File: src/pkg/sbc_pkg.sv
// Constants and state codes for the mode sequencer
package sbc_pkg;

    localparam int unsigned CLK_HZ    = 20_000_000;
    localparam int unsigned CNT_W     = 24;

    // Times in their own units
    localparam int unsigned T_NREQ_MS = 350;
    localparam int unsigned T_VLOW_MS = 100;
    localparam int unsigned T_RST_MS  = 1;
    localparam int unsigned T_WD0_MS  = 10;
    localparam int unsigned T_WD1_MS  = 50;
    localparam int unsigned T_WD2_MS  = 150;
    localparam int unsigned T_WD3_MS  = 350;

    function automatic int unsigned ms_to_cyc(input int unsigned ms);
        return 32'((64'(ms) * 64'(CLK_HZ)) / 64'd1000);
    endfunction : ms_to_cyc

    localparam int unsigned NREQ_CYC = ms_to_cyc(T_NREQ_MS);
    localparam int unsigned VLOW_CYC = ms_to_cyc(T_VLOW_MS);
    localparam int unsigned RST_CYC  = ms_to_cyc(T_RST_MS);
    localparam int unsigned WD0_CYC  = ms_to_cyc(T_WD0_MS);
    localparam int unsigned WD1_CYC  = ms_to_cyc(T_WD1_MS);
    localparam int unsigned WD2_CYC  = ms_to_cyc(T_WD2_MS);
    localparam int unsigned WD3_CYC  = ms_to_cyc(T_WD3_MS);

    // Mode control data field
    localparam logic [3:0] MCR_DEBUG   = 4'h0;
    localparam logic [2:0] MCR_NORMAL  = 3'h5;
    localparam logic [2:0] MCR_STANDBY = 3'h6;
    localparam logic [2:0] MCR_STOP    = 3'h2;
    localparam logic [2:0] MCR_SLEEP   = 3'h3;

    typedef enum logic [5:0] {
        ST_RESET   = 6'h01,
        ST_NREQ    = 6'h02,
        ST_NORMAL  = 6'h04,
        ST_STANDBY = 6'h08,
        ST_STOP    = 6'h10,
        ST_SLEEP   = 6'h20
    } state_t;

endpackage : sbc_pkg

File: src/pkg/watchdog_fail_output_if.sv
// Link between the sequencer and its watchdog timer
`timescale 1ns/1ns
`default_nettype none
interface watchdog_fail_output_if;
    logic                      en;
    logic                      window_mode;
    logic                      stop_mode;
    logic                      kick;
    logic [sbc_pkg::CNT_W-1:0] period;
    logic                      expire;

    modport ctrl (output en, output window_mode, output stop_mode, output kick,
                  output period, input expire);
    modport wdt  (input en, input window_mode, input stop_mode, input kick,
                  input period, output expire);
endinterface : watchdog_fail_output_if
`default_nettype wire

File: src/verilog/watchdog_fail_output_timer.sv
// Watchdog period counter with closed and open window
`timescale 1ns/1ns
`default_nettype none
module watchdog_fail_output_timer (
    // Clock and reset
    input  wire logic core_clk,
    input  wire logic rstn,
    // Control
    watchdog_fail_output_if.wdt       w
);
    logic [sbc_pkg::CNT_W-1:0] cnt_r;
    logic                      expire_r;
    wire                       closed   = cnt_r < (w.period >> 1);
    wire                       bad_kick = w.kick & w.window_mode & ~w.stop_mode & closed;
    wire                       run_out  = cnt_r >= w.period - 1'b1;

    assign w.expire = expire_r;

    always_ff @(posedge core_clk) begin
        if (!rstn || !w.en) begin
            cnt_r    <= '0;
            expire_r <= 1'b0;
        end else begin
            expire_r <= bad_kick | (run_out & ~w.kick);
            cnt_r    <= (w.kick || run_out) ? '0 : cnt_r + 1'b1;
        end
    end
endmodule : watchdog_fail_output_timer
`default_nettype wire

File: src/verilog/sbc_mode_sequencer.sv
// Operating mode sequencer with periodic reset, watchdog and debug modes
//
// Notes on behaviour
// - Power-up and sleep wake pass through reset
// - Flag bits are true when they read one
// - Supply low beyond long time raises condition
// - Any timing register write triggers watchdog
// - Missed or badly placed trigger is timeout
// - Normal request lasts the long timeout
// - Mode writes request sleep, stop, normal, standby
// - Unconfigured device resets every long period
// - Reset low, then high, repeating periodically
// - Power-up sets supply loss, allows request
// - Writing zero after trigger arms debug
// - Normal debug code then enters debug
// - Debug modes never clear nor reset watchdog
// - Writing zero in debug leaves debug
// - Entry writes must fit request window
// - Debug wake goes to request for window
// - Stop from debug runs without watchdog
// - Supply low still forces reset in debug
// - Closed window trigger causes reset, except in stop
// - Fail output low until proper trigger
`timescale 1ns/1ns
`default_nettype none
module sbc_mode_sequencer #(
    parameter int unsigned NREQ_CYC = sbc_pkg::NREQ_CYC,
    parameter int unsigned VLOW_CYC = sbc_pkg::VLOW_CYC,
    parameter int unsigned RST_CYC  = sbc_pkg::RST_CYC,
    parameter int unsigned WD0_CYC  = sbc_pkg::WD0_CYC,
    parameter int unsigned WD1_CYC  = sbc_pkg::WD1_CYC,
    parameter int unsigned WD2_CYC  = sbc_pkg::WD2_CYC,
    parameter int unsigned WD3_CYC  = sbc_pkg::WD3_CYC
) (
    // Clock and reset
    input  wire logic       core_clk,
    input  wire logic       rstn,
    // Decoded serial port accesses
    input  wire logic       mcr_wr,
    input  wire logic [3:0] mcr_data,
    input  wire logic       mcr_rd,
    input  wire logic       watchdog_timing_subreg_wr,
    input  wire logic       wd_window_sel,
    input  wire logic [1:0] wd_period_sel,
    input  wire logic       stop_watchdog_enable,
    input  wire logic       stop_inhibit_flag,
    // Supply monitors and wake
    input  wire logic       vdd_low,
    input  wire logic       vdd_overtemp,
    input  wire logic       wake_event,
    // Outputs
    output logic            rst_out_n,
    output logic            watchdog_fail_output_n,
    output logic [5:0]      mode,
    output logic            debug_active,
    output logic            supply_loss_flag,
    output logic            vdd_low_long
);
    localparam int unsigned W = sbc_pkg::CNT_W;

    if (NREQ_CYC < 2 || VLOW_CYC < 2 || RST_CYC < 2 || WD0_CYC < 2 || WD1_CYC < 2
        || WD2_CYC < 2 || WD3_CYC < 2)
        $error("sequencer counts must be at least 2");
    if (NREQ_CYC >= 2**W || VLOW_CYC >= 2**W || RST_CYC >= 2**W || WD0_CYC >= 2**W
        || WD1_CYC >= 2**W || WD2_CYC >= 2**W || WD3_CYC >= 2**W)
        $error("sequencer counts exceed counter width");

    sbc_pkg::state_t state_r, state_nxt;
    logic [W-1:0]    cnt_r;
    logic [W-1:0]    seq_cnt_r;
    logic [W-1:0]    vlow_cnt_r;
    logic            rst_out_n_r;
    logic            wd_fail_n_r;
    logic            dbg_r;
    logic            dbg_arm_r;
    logic            loss_r;
    logic            vlow_long_r;
    logic            configured_r;

    watchdog_fail_output_if wif ();

    watchdog_fail_output_timer u_watchdog_fail_output (
        .core_clk (core_clk),
        .rstn     (rstn),
        .w        (wif.wdt)
    );

    function automatic logic [W-1:0] wd_period(input logic [1:0] sel);
        unique case (sel)
            2'h0:    return W'(WD0_CYC);
            2'h1:    return W'(WD1_CYC);
            2'h2:    return W'(WD2_CYC);
            default: return W'(WD3_CYC);
        endcase
    endfunction : wd_period

    // Decoded states and mode writes
    wire in_reset   = state_r == sbc_pkg::ST_RESET;
    wire in_nreq    = state_r == sbc_pkg::ST_NREQ;
    wire in_normal  = state_r == sbc_pkg::ST_NORMAL;
    wire in_standby = state_r == sbc_pkg::ST_STANDBY;
    wire in_stop    = state_r == sbc_pkg::ST_STOP;
    wire in_sleep   = state_r == sbc_pkg::ST_SLEEP;
    wire wr_zero    = mcr_wr && mcr_data == sbc_pkg::MCR_DEBUG;
    wire wr_normal  = mcr_wr && mcr_data[2:0] == sbc_pkg::MCR_NORMAL;
    wire wr_standby = mcr_wr && mcr_data[2:0] == sbc_pkg::MCR_STANDBY;
    wire wr_stop    = mcr_wr && mcr_data[2:0] == sbc_pkg::MCR_STOP;
    wire wr_sleep   = mcr_wr && mcr_data[2:0] == sbc_pkg::MCR_SLEEP;

    // Conditions
    wire rst_done   = cnt_r >= W'(RST_CYC - 1);
    wire nreq_out   = cnt_r >= W'(NREQ_CYC - 1);
    wire seq_open   = seq_cnt_r < W'(NREQ_CYC);
    wire vlow_long  = vlow_cnt_r >= W'(VLOW_CYC);
    wire inhibit    = stop_inhibit_flag == 1'b1;
    wire loss_set   = loss_r == 1'b1;
    wire wd_timeout = wif.expire;
    wire arm_ok     = in_normal && !dbg_r && loss_set && seq_open;
    wire dbg_enter  = dbg_arm_r && wr_normal && seq_open;
    wire dbg_leave  = dbg_r && wr_zero;

    // Watchdog only in normal, standby and, if enabled, stop; never in debug
    assign wif.en          = (in_normal || in_standby || (in_stop && stop_watchdog_enable))
                             && !dbg_r;
    assign wif.window_mode = wd_window_sel;
    assign wif.stop_mode   = in_stop;
    assign wif.kick        = watchdog_timing_subreg_wr;
    assign wif.period      = wd_period(wd_period_sel);

    // Priority: supply low, overtemperature, timeouts, then serial commands
    always_comb begin
        state_nxt = state_r;
        unique case (state_r)
            sbc_pkg::ST_RESET: begin
                if (vlow_long && !inhibit)
                    state_nxt = sbc_pkg::ST_SLEEP;
                else if (!vdd_low && rst_done && (loss_set || configured_r))
                    state_nxt = sbc_pkg::ST_NREQ;
            end
            sbc_pkg::ST_NREQ: begin
                if (vdd_low)
                    state_nxt = sbc_pkg::ST_RESET;
                else if (vdd_overtemp)
                    state_nxt = sbc_pkg::ST_SLEEP;
                else if (nreq_out)
                    state_nxt = sbc_pkg::ST_RESET;
                else if (watchdog_timing_subreg_wr || wr_normal)
                    state_nxt = sbc_pkg::ST_NORMAL;
                else if (wr_standby)
                    state_nxt = sbc_pkg::ST_STANDBY;
            end
            sbc_pkg::ST_NORMAL,
            sbc_pkg::ST_STANDBY: begin
                if (vdd_low)
                    state_nxt = sbc_pkg::ST_RESET;
                else if (vdd_overtemp)
                    state_nxt = sbc_pkg::ST_SLEEP;
                else if (wd_timeout)
                    state_nxt = sbc_pkg::ST_RESET;
                else if (wr_sleep)
                    state_nxt = sbc_pkg::ST_SLEEP;
                else if (wr_stop)
                    state_nxt = sbc_pkg::ST_STOP;
                else if (wr_normal)
                    state_nxt = sbc_pkg::ST_NORMAL;
                else if (wr_standby)
                    state_nxt = sbc_pkg::ST_STANDBY;
            end
            sbc_pkg::ST_STOP: begin
                if (vdd_low)
                    state_nxt = sbc_pkg::ST_RESET;
                else if (wd_timeout)
                    state_nxt = sbc_pkg::ST_RESET;
                else if (wake_event)
                    state_nxt = sbc_pkg::ST_NREQ;
            end
            sbc_pkg::ST_SLEEP: begin
                if (wake_event)
                    state_nxt = sbc_pkg::ST_RESET;
            end
            default: state_nxt = sbc_pkg::ST_RESET;
        endcase
    end

    // Mode timer restarts on every state change
    always_ff @(posedge core_clk) begin
        if (!rstn || state_nxt != state_r)
            cnt_r <= '0;
        else if (!(&cnt_r))
            cnt_r <= cnt_r + 1'b1;
    end

    // Debug entry window runs from request entry through normal
    always_ff @(posedge core_clk) begin
        if (!rstn || in_reset || in_sleep || in_stop)
            seq_cnt_r <= '0;
        else if (seq_open)
            seq_cnt_r <= seq_cnt_r + 1'b1;
    end

    // Time spent below the reset threshold
    always_ff @(posedge core_clk) begin
        if (!rstn || !vdd_low)
            vlow_cnt_r <= '0;
        else if (!vlow_long)
            vlow_cnt_r <= vlow_cnt_r + 1'b1;
    end

    always_ff @(posedge core_clk) begin
        if (!rstn) begin
            state_r     <= sbc_pkg::ST_RESET;
            rst_out_n_r <= 1'b0;
            vlow_long_r <= 1'b0;
        end else begin
            state_r     <= state_nxt;
            rst_out_n_r <= state_nxt != sbc_pkg::ST_RESET;
            vlow_long_r <= vlow_long;
        end
    end

    // Fail output: timeout sets, proper trigger clears, set wins
    always_ff @(posedge core_clk) begin
        if (!rstn)
            wd_fail_n_r <= 1'b0;
        else if (wd_timeout || (in_nreq && nreq_out && !vdd_low && !vdd_overtemp))
            wd_fail_n_r <= 1'b0;
        else if (watchdog_timing_subreg_wr)
            wd_fail_n_r <= 1'b1;
    end

    // Supply loss flag: set by power-up, cleared by a mode read
    always_ff @(posedge core_clk) begin
        if (!rstn)
            loss_r <= 1'b1;
        else if (mcr_rd)
            loss_r <= 1'b0;
    end

    always_ff @(posedge core_clk) begin
        if (!rstn)
            configured_r <= 1'b0;
        else if (watchdog_timing_subreg_wr)
            configured_r <= 1'b1;
    end

    // Debug arming and debug state
    always_ff @(posedge core_clk) begin
        if (!rstn) begin
            dbg_arm_r <= 1'b0;
            dbg_r     <= 1'b0;
        end else begin
            if (!in_normal || dbg_enter || (mcr_wr && !wr_zero))
                dbg_arm_r <= 1'b0;
            else if (wr_zero && arm_ok)
                dbg_arm_r <= 1'b1;
            if (dbg_leave)
                dbg_r <= 1'b0;
            else if (dbg_enter)
                dbg_r <= 1'b1;
        end
    end

    assign rst_out_n              = rst_out_n_r;
    assign watchdog_fail_output_n = wd_fail_n_r;
    assign mode                   = state_r;
    assign debug_active           = dbg_r;
    assign supply_loss_flag       = loss_r;
    assign vdd_low_long           = vlow_long_r;
endmodule : sbc_mode_sequencer
`default_nettype wire

File: config.mk
export PLATFORM = sky130hd
export DESIGN_NAME = sbc_mode_sequencer
export DESIGN_NICKNAME = d
export VERILOG_FILES = /design/src/pkg/sbc_pkg.sv /design/src/pkg/watchdog_fail_output_if.sv /design/src/verilog/watchdog_fail_output_timer.sv /design/src/verilog/sbc_mode_sequencer.sv
export SDC_FILE = /design/constraint.sdc
export NUM_CORES = 1
export LEC_CHECK = 0
export ABC_AREA = 1
export BUFFER_PORTS_ARGS = -buffer_cell sky130_fd_sc_hd__buf_2
export CORE_MARGIN = 2
export CORE_UTILIZATION = 33
export DETAILED_ROUTE_END_ITERATION = 8
export PLACE_DENSITY = 0.6
export SLEW_MARGIN = 20
export SYNTH_ARGS = -nofsm -noshare
export SYNTH_HDL_FRONTEND = slang
export SYNTH_SLANG_ARGS = --single-unit
File: constraint.sdc
create_clock -name core_clk -period 4.6 [get_ports core_clk]
set_input_delay 0.23 -clock core_clk [delete_from_list [all_inputs] [get_ports core_clk]]
set_output_delay 0.23 -clock core_clk [all_outputs]
set_load 0.05 [all_outputs]
== Word level (Yosys, flattened, before mapping) ==
Cells that the tools add are included.
Storage, ports and cells
  register bits after elaboration: 110
  bits of input ports: 17
  output and inout port bits: 11
  word-level logic and storage cells: 116
Operators by class
  add/sub/neg operators: 5
  magnitude comparators: 6
  eq/ne operators: 14
  mux-type cells: 19
  bitwise operators: 8
  reduce and logical (&&, ||, !) cells: 51
Operator list (count)
  $mux W6: 17
  $add A24 B1 Y24 const B: 4
  $pmux W23 S3: 1
  $pmux W6 S5: 1
  $ge A24 B15 Y1 const B: 1
  $ge A24 B21 Y1 const B: 1
  $ge A24 B23 Y1 const B: 1
  $ge A24 B24 Y1: 1
  $lt A24 B22 Y1: 1
  $lt A24 B23 Y1 const B: 1
  $reduce_and A24 Y1: 1
  $sub A23 B1 Y24 const B: 1
  $logic_and A1 B1 Y1: 21
  $logic_or A1 B1 Y1: 14
  $reduce_or A2 Y1: 5
  $logic_not A1 Y1: 8
  $eq A3 B2 Y1 const B: 2
  $eq A3 B3 Y1 const B: 2
  $eq A6 B1 Y1 const B: 1
  $eq A6 B2 Y1 const B: 1
  $eq A6 B3 Y1 const B: 1
  $eq A6 B4 Y1 const B: 1
  $eq A6 B5 Y1 const B: 1
  $eq A6 B6 Y1 const B: 1
  9 further kinds: 14

== Depth between registers and ports, before layout ==
Gate-level depths: netlist of the first run.
  word-level depth: 12
  mapped depth: 17
  gate-level depth less buffers: 15

== Hierarchy ==
Synthesis of the first run repeated with hierarchy kept, for this count alone.
Second synthesis, totals
  cells, all modules: 1281
  area total of the unflattened synthesis: 8414.3 um^2
Modules (own cells, without submodules)
  sbc_mode_sequencer: instances 1, cells each 809, area an instance 5388.9 um^2, seq. area each 1701.6 um^2
  watchdog_fail_output_timer: instances 1, cells each 472, area an instance 3025.4 um^2, seq. area each 500.5 um^2

== Worst setup path after synthesis of the first run ==
Ideal clock, no wire load.
  path kind: input to register
  from: input port wd_period_sel[0]
  to: register u_watchdog_fail_output.cnt_r[14] in the netlist's numbering
  arrival time: 2100 ps
  slack: 2420 ps
  cell stages on the path: 10
  path buffers: 1
  cells stage by stage: inv_1 > ha_1 > nor2_1 > ha_1 > a21oi_1 > nor2_1 > nor4_1 > nand4_1 > buf_2 > nor3b_1
On the way
  word-level cells in the longest chain between the ends: 6
  elaborated cells between the ends (all ways): 8
  classes of those cells: 1 x add/sub; 1 x order compare; 2 x eq/ne; 1 x mux; 3 x reduce/logical
Ends and longest elaborated chain
  from (decl): RTL line sbc_mode_sequencer.sv:44  | input wire logic [1:0] wd_period_sel,
  $eq A2 B2 Y1, or another cell as far along: RTL line sbc_mode_sequencer.sv:89  | unique case (sel)
  $pmux W23 S3 *: RTL line sbc_mode_sequencer.sv:89
  $sub A23 B1 Y24 *: RTL line watchdog_fail_output_timer.sv:15  | wire run_out = cnt_r >= w.period - 1'b1;
  $ge A24 B24 Y1 *: RTL line watchdog_fail_output_timer.sv:15
  $logic_or A1 B1 Y1 *: RTL line watchdog_fail_output_timer.sv:25  | cnt_r <= (w.kick || run_out) ? '0 : cnt_r + 1'b1;
  $reduce_or A2 Y1 (no line) *
  to (signal assigned): RTL line watchdog_fail_output_timer.sv:25
  to (decl): RTL line watchdog_fail_output_timer.sv:11  | logic [sbc_pkg::CNT_W-1:0] cnt_r;
Every way passes the cells marked *; elsewhere a longest branch is shown, timed or not.
A chain may end at the register's enable or synchronous reset.

== Worst setup path in the final report of the first run ==
  from: input port wd_period_sel[0]
  to: register u_watchdog_fail_output.cnt_r[22] in the netlist's numbering
Same word-level chain as after synthesis.

==> flow_summary_export.csv, run 1 <==
group,metric,value,unit
run_status,outcome,"finished clean",
power,p_total,1.83,mW
floorplanning,io_pins,28,
critical_path,reg2regPathDepth,10,
power,p_int,1.38,mW
route,drt_iter0_markers,363,
logic_synthesis,syn_area,7080,µm²
floorplanning,die_height,150,µm
logic_synthesis,ys_seq_elements,110,
global_routing,grt_overflow,0,
global_routing,antenna_found_initial,1,
floorplanning,fp.dieArea,22600,µm²
clocking,cts-resized-gates,0,
flow_run,maxCapViolations,0,
power,power.density,237,nW/µm²
global_routing,grt_pass1_wl,28800,µm
clocking,cts_tree,"done",
logic_synthesis,synth_fp_nets,1074,
timing,slew_violations,0,
cells_and_area,fin_area,7740,µm²
clocking,clk-insertion-delay-late,0.36,ns
critical_path,startpoint,"wd_period_sel[0]",
cells_and_area,fillerInstances,2198,
logic_synthesis,synthCells,1022,
timing,post-route-period-util,0.604,
clocking,path_clk_slew,0.07,ns
floorplanning,core_area,21000,µm²
logic_synthesis,syn_area_per_cell,6.92,µm²
route,vias,6467,
critical_path,path_class,"in -> reg",
route,drtPass1Iterations,4,
clocking,numCtsBuffers,9,
cells_and_area,syn_to_final_growth,9.41,%
floorplanning,rows,53,
timing,fmax,360,MHz
clocking,post-cts-setup-buffer-count,0,
route,wl_per_cell,12.5,µm
critical_path,cp-end-kind,"register",
clocking,cts_max_path_buffers,2,
timing,slew-limit-headroom,0.492,
route,wl,16600,µm
power,p_sw_frac,0.247,
floorplanning,start_util,0.337,
route,drc,0,
global_routing,track_usage,0.155,
global_routing,grt_pass1_vias,6068,
timing,setup_viol,0,
timing,finalSetupTns,0,ns
cells_and_area,nets,1094,
hold_path,hold_depth,2,
logic_synthesis,synth-edff-count,0,
timing,clock_skew,0.00878,ns
timing,worst_hold_slack,0.0645,ns
route,via_per_inst,4.89,
logic_synthesis,ys_types,46,
global_routing,grt_max_degree,25,
floorplanning,die_w,150,µm
route,top_layer,"met5",
cells_and_area,drive_above_1_share,0.118,
power,clkPwrFrac,0.433,
critical_path,r2r-start,"u_watchdog_fail_output.cnt_r[17]",
power,p_leak,2.94,nW
placed_design,place_area,7440,µm²
cells_and_area,diodes,0,
placed_design,place.gp.congestion,0.822,
route,wl_met1,8350,µm
placed_design,pre_cts_slack,1.46,ns
route,wl_met2,7380,µm
power,ir_worst_vdd,0.000162,V
clocking,clock-sinks,110,
logic_synthesis,yosysWarningCount,0,
clocking,hold_buffers,0,
logic_synthesis,synthArstFlopShare,0,
timing,rsz0062_at_grt,"no",
placed_design,port-buffer-count,27,
critical_path,cp.arrival,3.09,ns
logic_synthesis,synth-seq-area-share,0.311,
logic_synthesis,dominantRegCellSynth,"dfxtp_1",
clocking,cts_root_buffer,"clkbuf_16",
hold_path,hold_class,"in -> reg",
timing,hold_viol_final,0,
critical_path,path_max_fanout,13,
critical_path,start_kind,"primary input",
hold_path,hold_start,"mcr_rd",
power,combinationalPowerShare,0.043,
placed_design,dp_hpwl,12800,µm
timing,tightest_slew,0.760,ns
route,ant_nets,0,
clocking,cts_max_level,3,
route,wl_met3,617,µm
power,switchingPower,0.453,mW
power,seq_power_share,0.524,
timing,layout_min_cycle_time,2.78,ns
critical_path,critical_path_required,4.91,ns
timing,layout_setup_ws,1.82,ns
-- per-layer routing --
layer / track usage / up-vias
li1: - / 3426
met1: 0.207 / 2928
met2: 0.258 / 95
met3: 0.0297 / 16
met4: 0.0377 / 2
met5: 0 / -
-- stage by stage --
step,cells,util
after floorplan,1022,-
after global placement,1306,0.354
after detailed placement,1306,0.354
after CTS,1322,0.368
after global routing,1322,0.368
final,1322,0.368
-- synth_stat cells, types with 6 or more instances --
master | n | area [µm²]
a21oi_1 | 70 | 350
buf_2 | 6 | 30.0
clkbuf_1 | 6 | 22.5
dfxtp_1 | 110 | 2200
ha_1 | 35 | 438
inv_1 | 116 | 435
inv_2 | 11 | 41.3
nand2_1 | 215 | 807
nand2_2 | 7 | 43.8
nand3_1 | 53 | 265
nand4_1 | 44 | 275
nor2_1 | 129 | 484
nor2_2 | 12 | 75.1
nor3_1 | 32 | 160
nor3_2 | 24 | 240
nor3b_1 | 8 | 60.1
nor4_1 | 14 | 87.6
o21ai_0 | 29 | 145
xnor2_1 | 12 | 105
xor2_1 | 31 | 272
-- cell families (layout without fill, tap and decap cells) --
kind of cell,after synthesis,count (layout),share of synthesized area
simple gates,565,565,0.394
buf+inv,148,173,0.0863
compound gates,120,120,0.0923
flops,110,110,0.311
xor+xnor,43,43,0.0532
fa+ha+maj,35,35,0.0619
mux,1,1,0.00141
-- cell usage in the layout (no fill, tap or decap), drive strengths merged --
master,Yosys,routed
clkinvlp,0,1
nor3b,8,8
nand2,224,224
clkinv,2,3
nor4,16,16
ha,35,35
clkbuf,7,10
o21ba,1,1
xor2,31,31
a21oi,70,70
a211oi,3,3
or2,4,4
nand3,61,61
nor2,145,145
dfxtp,110,110
nor3,57,57
nand3b,5,5
o21ai,34,34
mux2i,1,1
o21a,4,4
o21bai,1,1
o221ai,1,1
inv,127,131
nand4,45,45
buf,12,28
a2111oi,2,2
xnor2,12,12
o22ai,2,2
o2111ai,1,1
o211ai,1,1
-- flip-flops by register name, summed over array words and instances, names as in the netlist, 6 cells and up --
| signal | count |
|---|---|
| seq_cnt_r | 24 |
| cnt_r | 24 |
| vlow_cnt_r | 24 |
| u_watchdog_fail_output.cnt_r | 24 |
| mode | 6 |
-- power by group through the flow --
stage / logic [mW] / clock network, mW / registers, mW
6_report: 0.0786 / 0.793 / 0.960
2_1_floorplan: 0.0506 / 0 / 0.987
3_5_place_dp: 0.0792 / 0 / 0.983
4_1_cts: 0.0794 / 0.823 / 0.961
5_1_grt: 0.0895 / 0.852 / 0.961
3_3_place_gp: 0.0773 / 0 / 0.983
-- critical path: stages --
cell	delay (ns)
buf_2	0.10
inv_1	0.05
ha_1	0.22
nor2_1	0.42
ha_1	0.35
a21oi_1	0.15
nor2_1	0.05
nor4_1	0.34
nand4_1	0.54
buf_4	0.38
a21oi_1	0.12
o21ai_1	0.07
inv_1	0.05
-- final timing paths --
path | slack (ns) | endpoint
max | 1.82 | u_watchdog_fail_output.cnt_r[22]
min | 0.06 | supply_loss_flag
max reg2reg | 2.09 | u_watchdog_fail_output.cnt_r[22]
min reg2reg | 0.43 | vlow_cnt_r[23]
-- area by class of cell --
cell class                 count  area [µm²]  area share
clock inverter                 6        61.3     0.00792
sequential                   110        2200       0.284
timing repair buffer          28         143      0.0184
tap                          275         344      0.0444
inverter                     129         489      0.0632
multi-input combinational    764        4260       0.551
clock buffer                  10         239      0.0309
Power figures use the tool's default switching activity.
==> run 2: changes to the inputs <==
- PLACE_DENSITY: 0.6 -> 0.62
- clock period: 4.6 -> 2.3 ns (I/O delays scaled with it)
==> run 2 against run 1 <==
Sequential power is 100% higher. Critical path type is now reg -> reg. Die area stayed put. Utilization is 1.0 points higher. Routed wire length is 1.5% higher. Via count is 0.84% higher. Sequential share of layout area is 0.79 points lower. Critical path depth is 1 higher. Worst hold slack worse by 0.0050 ns. Non-clock buffer count is 24 higher. Global-route usage is 0.21 points higher. Largest cell class unchanged. Worst setup slack worse by 1.6 ns. Cell area is 2.8% higher.
==> flow_summary_export.csv, run 2 (synthesized netlist as in run 1, its figures left out) <==
group,metric,value,unit
run_status,outcome,"finished clean",
power,power.density,451,nW/µm²
global_routing,grt_pass1_wl,28900,µm
global_routing,grt_overflow,0,
global_routing,grt_max_degree,25,
critical_path,path_cells,"ha_2, nand3_1, o21bai_1, nand3_2, nand2_2, nand2_1, nand2_1, nand2_1, nand3_2, nand2_1, nand2_2, nand3_4, buf_12, nor3_1",
critical_path,cp-end-kind,"register",
placed_design,place.gp.congestion,0.904,
critical_path,critPathSlowestCell,"dfxtp_1",
clocking,cts_max_level,3,
floorplanning,fp.dieArea,22600,µm²
floorplanning,rows,53,
hold_path,hold_class,"in -> reg",
power,ir_worst_vdd,0.000311,V
critical_path,start_kind,"register",
clocking,clk-insertion-delay-late,0.36,ns
route,ant_nets,0,
route,wl_met3,786,µm
critical_path,cp_common_cell,"nand2_1",
cells_and_area,layout_commonest_cell,"nand2_1",
global_routing,track_usage,0.157,
timing,slew_violations,0,
timing,rsz0062_at_grt,"yes",
critical_path,crit_buf_inv,1,
route,via_per_inst,4.85,
timing,post-route-period-util,0.918,
floorplanning,start_util,0.337,
route,drt_iter0_markers,377,
placed_design,port-buffer-count,27,
critical_path,cpPeakStageDelay,0.38,ns
critical_path,cp.arrival,2.39,ns
critical_path,path_max_fanout,24,
critical_path,path_class,"reg -> reg",
timing,setup_viol,0,
timing,slew-limit-headroom,0.659,
route,wl_met1,8010,µm
timing,layout_min_cycle_time,2.11,ns
route,wl_met2,7820,µm
route,drc,0,
cells_and_area,nets,1118,
route,wl,16800,µm
cells_and_area,final_util,0.379,
clocking,clock-sinks,110,
cells_and_area,drive_above_1_share,0.139,
floorplanning,die_w,150,µm
critical_path,critPathTopFamily,"simple AND/OR/NAND/NOR gates",
global_routing,grt_pass1_vias,6029,
timing,tightest_slew,0.511,ns
clocking,numCtsBuffers,9,
route,drtPass1Iterations,5,
flow_run,maxCapViolations,0,
power,p_total,3.59,mW
critical_path,critical_path_required,2.58,ns
global_routing,antenna_found_initial,1,
clocking,path_clk_slew,0.07,ns
power,p_leak,3.06,nW
timing,hold_viol_final,0,
floorplanning,die_height,150,µm
cells_and_area,syn_to_final_growth,12.5,%
floorplanning,core_area,21000,µm²
floorplanning,io_pins,28,
placed_design,dp_hpwl,12800,µm
timing,fmax,474,MHz
cells_and_area,diodes,0,
clocking,cts_tree,"done",
route,top_layer,"met5",
clocking,cts_max_path_buffers,2,
clocking,cts_root_buffer,"clkbuf_16",
route,wl_per_cell,12.5,µm
cells_and_area,mostFrequentLayoutCells,"215 x nand2_1, 129 x nor2_1, 115 x inv_1, 110 x dfxtp_1, 70 x a21oi_1",
route,vias,6521,
timing,clock_skew,0.00960,ns
run 2: cell types whose count changed in the layout (fill, tap and decap cells not counted), sizes merged:
cell,delta
buf,+23
dlygate4sd3,+1
clkinv,+2
clkinvlp,+1
inv,-4
run 2: final cells by class:
cell class,count,area (µm²)
clock buffers,10,239
clock inverters,5,35.0
inverters,129,493
well taps,275,344
flip-flops and latches,110,2200
repair buffers,52,363
fillers,2244,13100
multi-input cells,764,4290
run 2: path summary, 6_finish.rpt:
| check | cells past startpoint | start | slack, ns | end |
|---|---|---|---|---|
| max | 14 | cnt_r[1] | 0.19 | cnt_r[11] |
| min | 2 | rstn | 0.06 | supply_loss_flag |
| max reg2reg | 14 | cnt_r[1] | 0.19 | cnt_r[11] |
| min reg2reg | 2 | vlow_cnt_r[23] | 0.43 | vlow_cnt_r[23] |
run 2: report_power, final:
part	internal (mW)	switching [mW]	leakage, nW
sequential	1.91	0.00796	0.887
clock	0.762	0.742	0.135
combinational	0.0611	0.109	2.04
total	2.74	0.858	3.06
run 2: layer usage:
metal  up-vias  track usage
met5         -            0
met4         2       0.0392
met2       119        0.257
li1       3450            -
met3        15       0.0361
met1      2935        0.210
run 2: timing repair:
item,4_1_cts,5_1_grt
resized for setup,0,6
hold endpoints to repair,1,0
hold buffers,1,0
buffers inserted,0,2
setup endpoints to repair,0,26
run 2: stage by stage:
step	cells	hold slack, ns	setup TNS (ns)	worst slack, ns	cell area (µm²)
finish	1345	0.0595	0	0.189	7960
global route	1345	0.0660	-0.0407	-0.0352	7960
floorplan	1022	0.228	0	0.200	7080
detailed placement	1327	0.324	0	0.0669	7620
global placement	1327	0.314	0	0.168	7620
CTS	1343	0.0615	0	0.150	7910
==> run 3: changes to the inputs <==
- CAP_MARGIN: not set -> 20
- SETUP_SLACK_MARGIN: not set -> 0.3
==> run 3 against run 2 <==
Clock power is 9% higher. Die area stayed put. Combinational power is 2% higher. Maximum frequency is 6.1% higher. Final cell count is 1.6% higher. Power is 3.6% higher. Routed wire length is 4.0% higher. Via count is 3.3% higher. Highest routed layer unchanged.
==> flow_summary_export.csv, run 3 (synthesized netlist as in run 1, its figures left out) <==
group,metric,value,unit
run_status,outcome,"finished clean",
global_routing,grt_pass1_vias,6096,
cells_and_area,diodes,0,
critical_path,cp.arrival,2.29,ns
critical_path,path_max_fanout,3,
timing,slew-limit-headroom,0.677,
critical_path,crit_buf_inv,2,
floorplanning,rows,53,
timing,fmax,503,MHz
power,ir_worst_vdd,0.000330,V
global_routing,grt_max_degree,25,
power,p_total,3.72,mW
route,drtPass1Iterations,5,
clocking,cts_tree,"done",
route,wl,17500,µm
timing,post-route-period-util,0.865,
power,power.density,444,nW/µm²
clocking,clock-sinks,110,
critical_path,worst-path-stages,15,
critical_path,startpoint,"u_watchdog_fail_output.cnt_r[1]",
route,wl_per_cell,12.8,µm
timing,setup_viol,0,
timing,slew_violations,0,
clocking,clk-insertion-delay-late,0.35,ns
cells_and_area,syn_to_final_growth,18.5,%
placed_design,dp_hpwl,13000,µm
floorplanning,fp.dieArea,22600,µm²
critical_path,critPathTopFamily,"simple AND/OR/NAND/NOR gates",
route,vias,6737,
critical_path,cp-end-kind,"register",
timing,clock_skew,0.00620,ns
critical_path,reg2regPathDepth,15,
cells_and_area,multi_input_area,4470,µm²
critical_path,path_cells,"ha_4, nand2_2, inv_2, nand2_2, nor2_4, nand3b_1, nor2_2, nand2_2, nor2_4, nand3_2, nor2_4, nand3b_1, a21oi_2, o21ai_1, inv_1",
critical_path,critPathSlowestCell,"dfxtp_2",
route,drt_iter0_markers,453,
floorplanning,die_w,150,µm
hold_path,hold_class,"in -> reg",
cells_and_area,fillerInstances,2144,
placed_design,place.gp.congestion,0.920,
global_routing,track_usage,0.157,
critical_path,path_class,"reg -> reg",
critical_path,cpPeakStageDelay,0.35,ns
critical_path,critical_path_required,2.60,ns
critical_path,start_kind,"register",
global_routing,grt_pass1_wl,29100,µm
cells_and_area,ff_latch_area,2250,µm²
power,p_leak,3.24,nW
clocking,cts_max_path_buffers,2,
cells_and_area,drive_above_1_share,0.208,
cells_and_area,mostFrequentLayoutCells,"204 x nand2_1, 122 x nor2_1, 115 x inv_1, 83 x dfxtp_1, 68 x a21oi_1",
floorplanning,die_height,150,µm
clocking,path_clk_slew,0.07,ns
route,drc,0,
timing,hold_viol_final,0,
hold_path,hold_depth,2,
cells_and_area,layout_commonest_cell,"nand2_1",
timing,layout_min_cycle_time,1.99,ns
floorplanning,io_pins,28,
flow_run,maxCapViolations,0,
timing,rsz0062_at_grt,"yes",
route,via_per_inst,4.93,
timing,tightest_slew,0.484,ns
critical_path,r2r-start,"u_watchdog_fail_output.cnt_r[1]",
global_routing,antenna_found_initial,1,
timing,finalSetupTns,0,ns
placed_design,port-buffer-count,27,
floorplanning,core_area,21000,µm²
clocking,cts_max_level,3,
floorplanning,start_util,0.337,
clocking,numCtsBuffers,9,
clocking,cts_root_buffer,"clkbuf_16",
hold_path,hold_start,"rstn",
route,ant_nets,0,
global_routing,grt_overflow,0,
cells_and_area,nets,1142,
-- run 3: cell types whose count changed in the layout (fill, tap and decap cells not counted), moves of 3 or more --
cell     previous run  this run
nand2_2             7        18
o21ai_1             3         6
nand2_1           215       204
nor2_1            129       122
buf_4              21        44
dfxtp_2             0        23
o21ai_0            29        26
dfxtp_4             0         4
nor3_1             32        29
nor2_4              7        13
dfxtp_1           110        83
-- run 3: final timing paths --
path	end	slack, ns
setup / recovery	u_watchdog_fail_output.cnt_r[22]	0.31
hold / removal	supply_loss_flag	0.07
setup reg to reg	u_watchdog_fail_output.cnt_r[22]	0.31
hold reg to reg	vlow_cnt_r[23]	0.43
-- run 3: layout make-up --
class,count,share of cell area
Clock inverter,2,0.00716
Multi-Input combinational cell,764,0.533
Sequential cell,110,0.268
Timing Repair Buffer,76,0.0642
Clock buffer,11,0.0278
Inverter,129,0.0587
Tap cell,275,0.0410
-- run 3: through the flow --
stage	std cells	utilization	setup WS (ns)	hold WS (ns)	instance area (µm²)
after detailed placement	1333	0.365	0.0928	0.321	7670
after CTS	1351	0.382	0.304	0.0657	8030
final	1367	0.399	0.310	0.0699	8380
after global routing	1367	0.399	0.150	0.0757	8380
after floorplan	1022	-	0.315	0.228	7080
after global placement	1333	0.365	0.172	0.314	7670
-- run 3: power by group --
group / switching (mW) / total (mW) / leakage (nW) / internal [mW]
clock: 0.694 / 1.63 / 0.142 / 0.939
combinational: 0.112 / 0.174 / 2.20 / 0.0628
sequential: 0.00928 / 1.92 / 0.901 / 1.91
-- run 3: what timing repair did --
action                                  in CTS  in global routing
buffers inserted                             4                 16
endpoints found under the setup margin      26                 69
hold endpoints to repair                     1                  0
hold buffers                                 1                  0
resized for setup                            6                 76
pin swaps                                    4                 21
-- run 3: per-layer routing --
layer | global-route usage | part of all wire
met4 | 0.0363 | 0.011
met1 | 0.212 | 0.48
met5 | 0 | 0.00074
met3 | 0.0339 | 0.042
met2 | 0.256 | 0.47
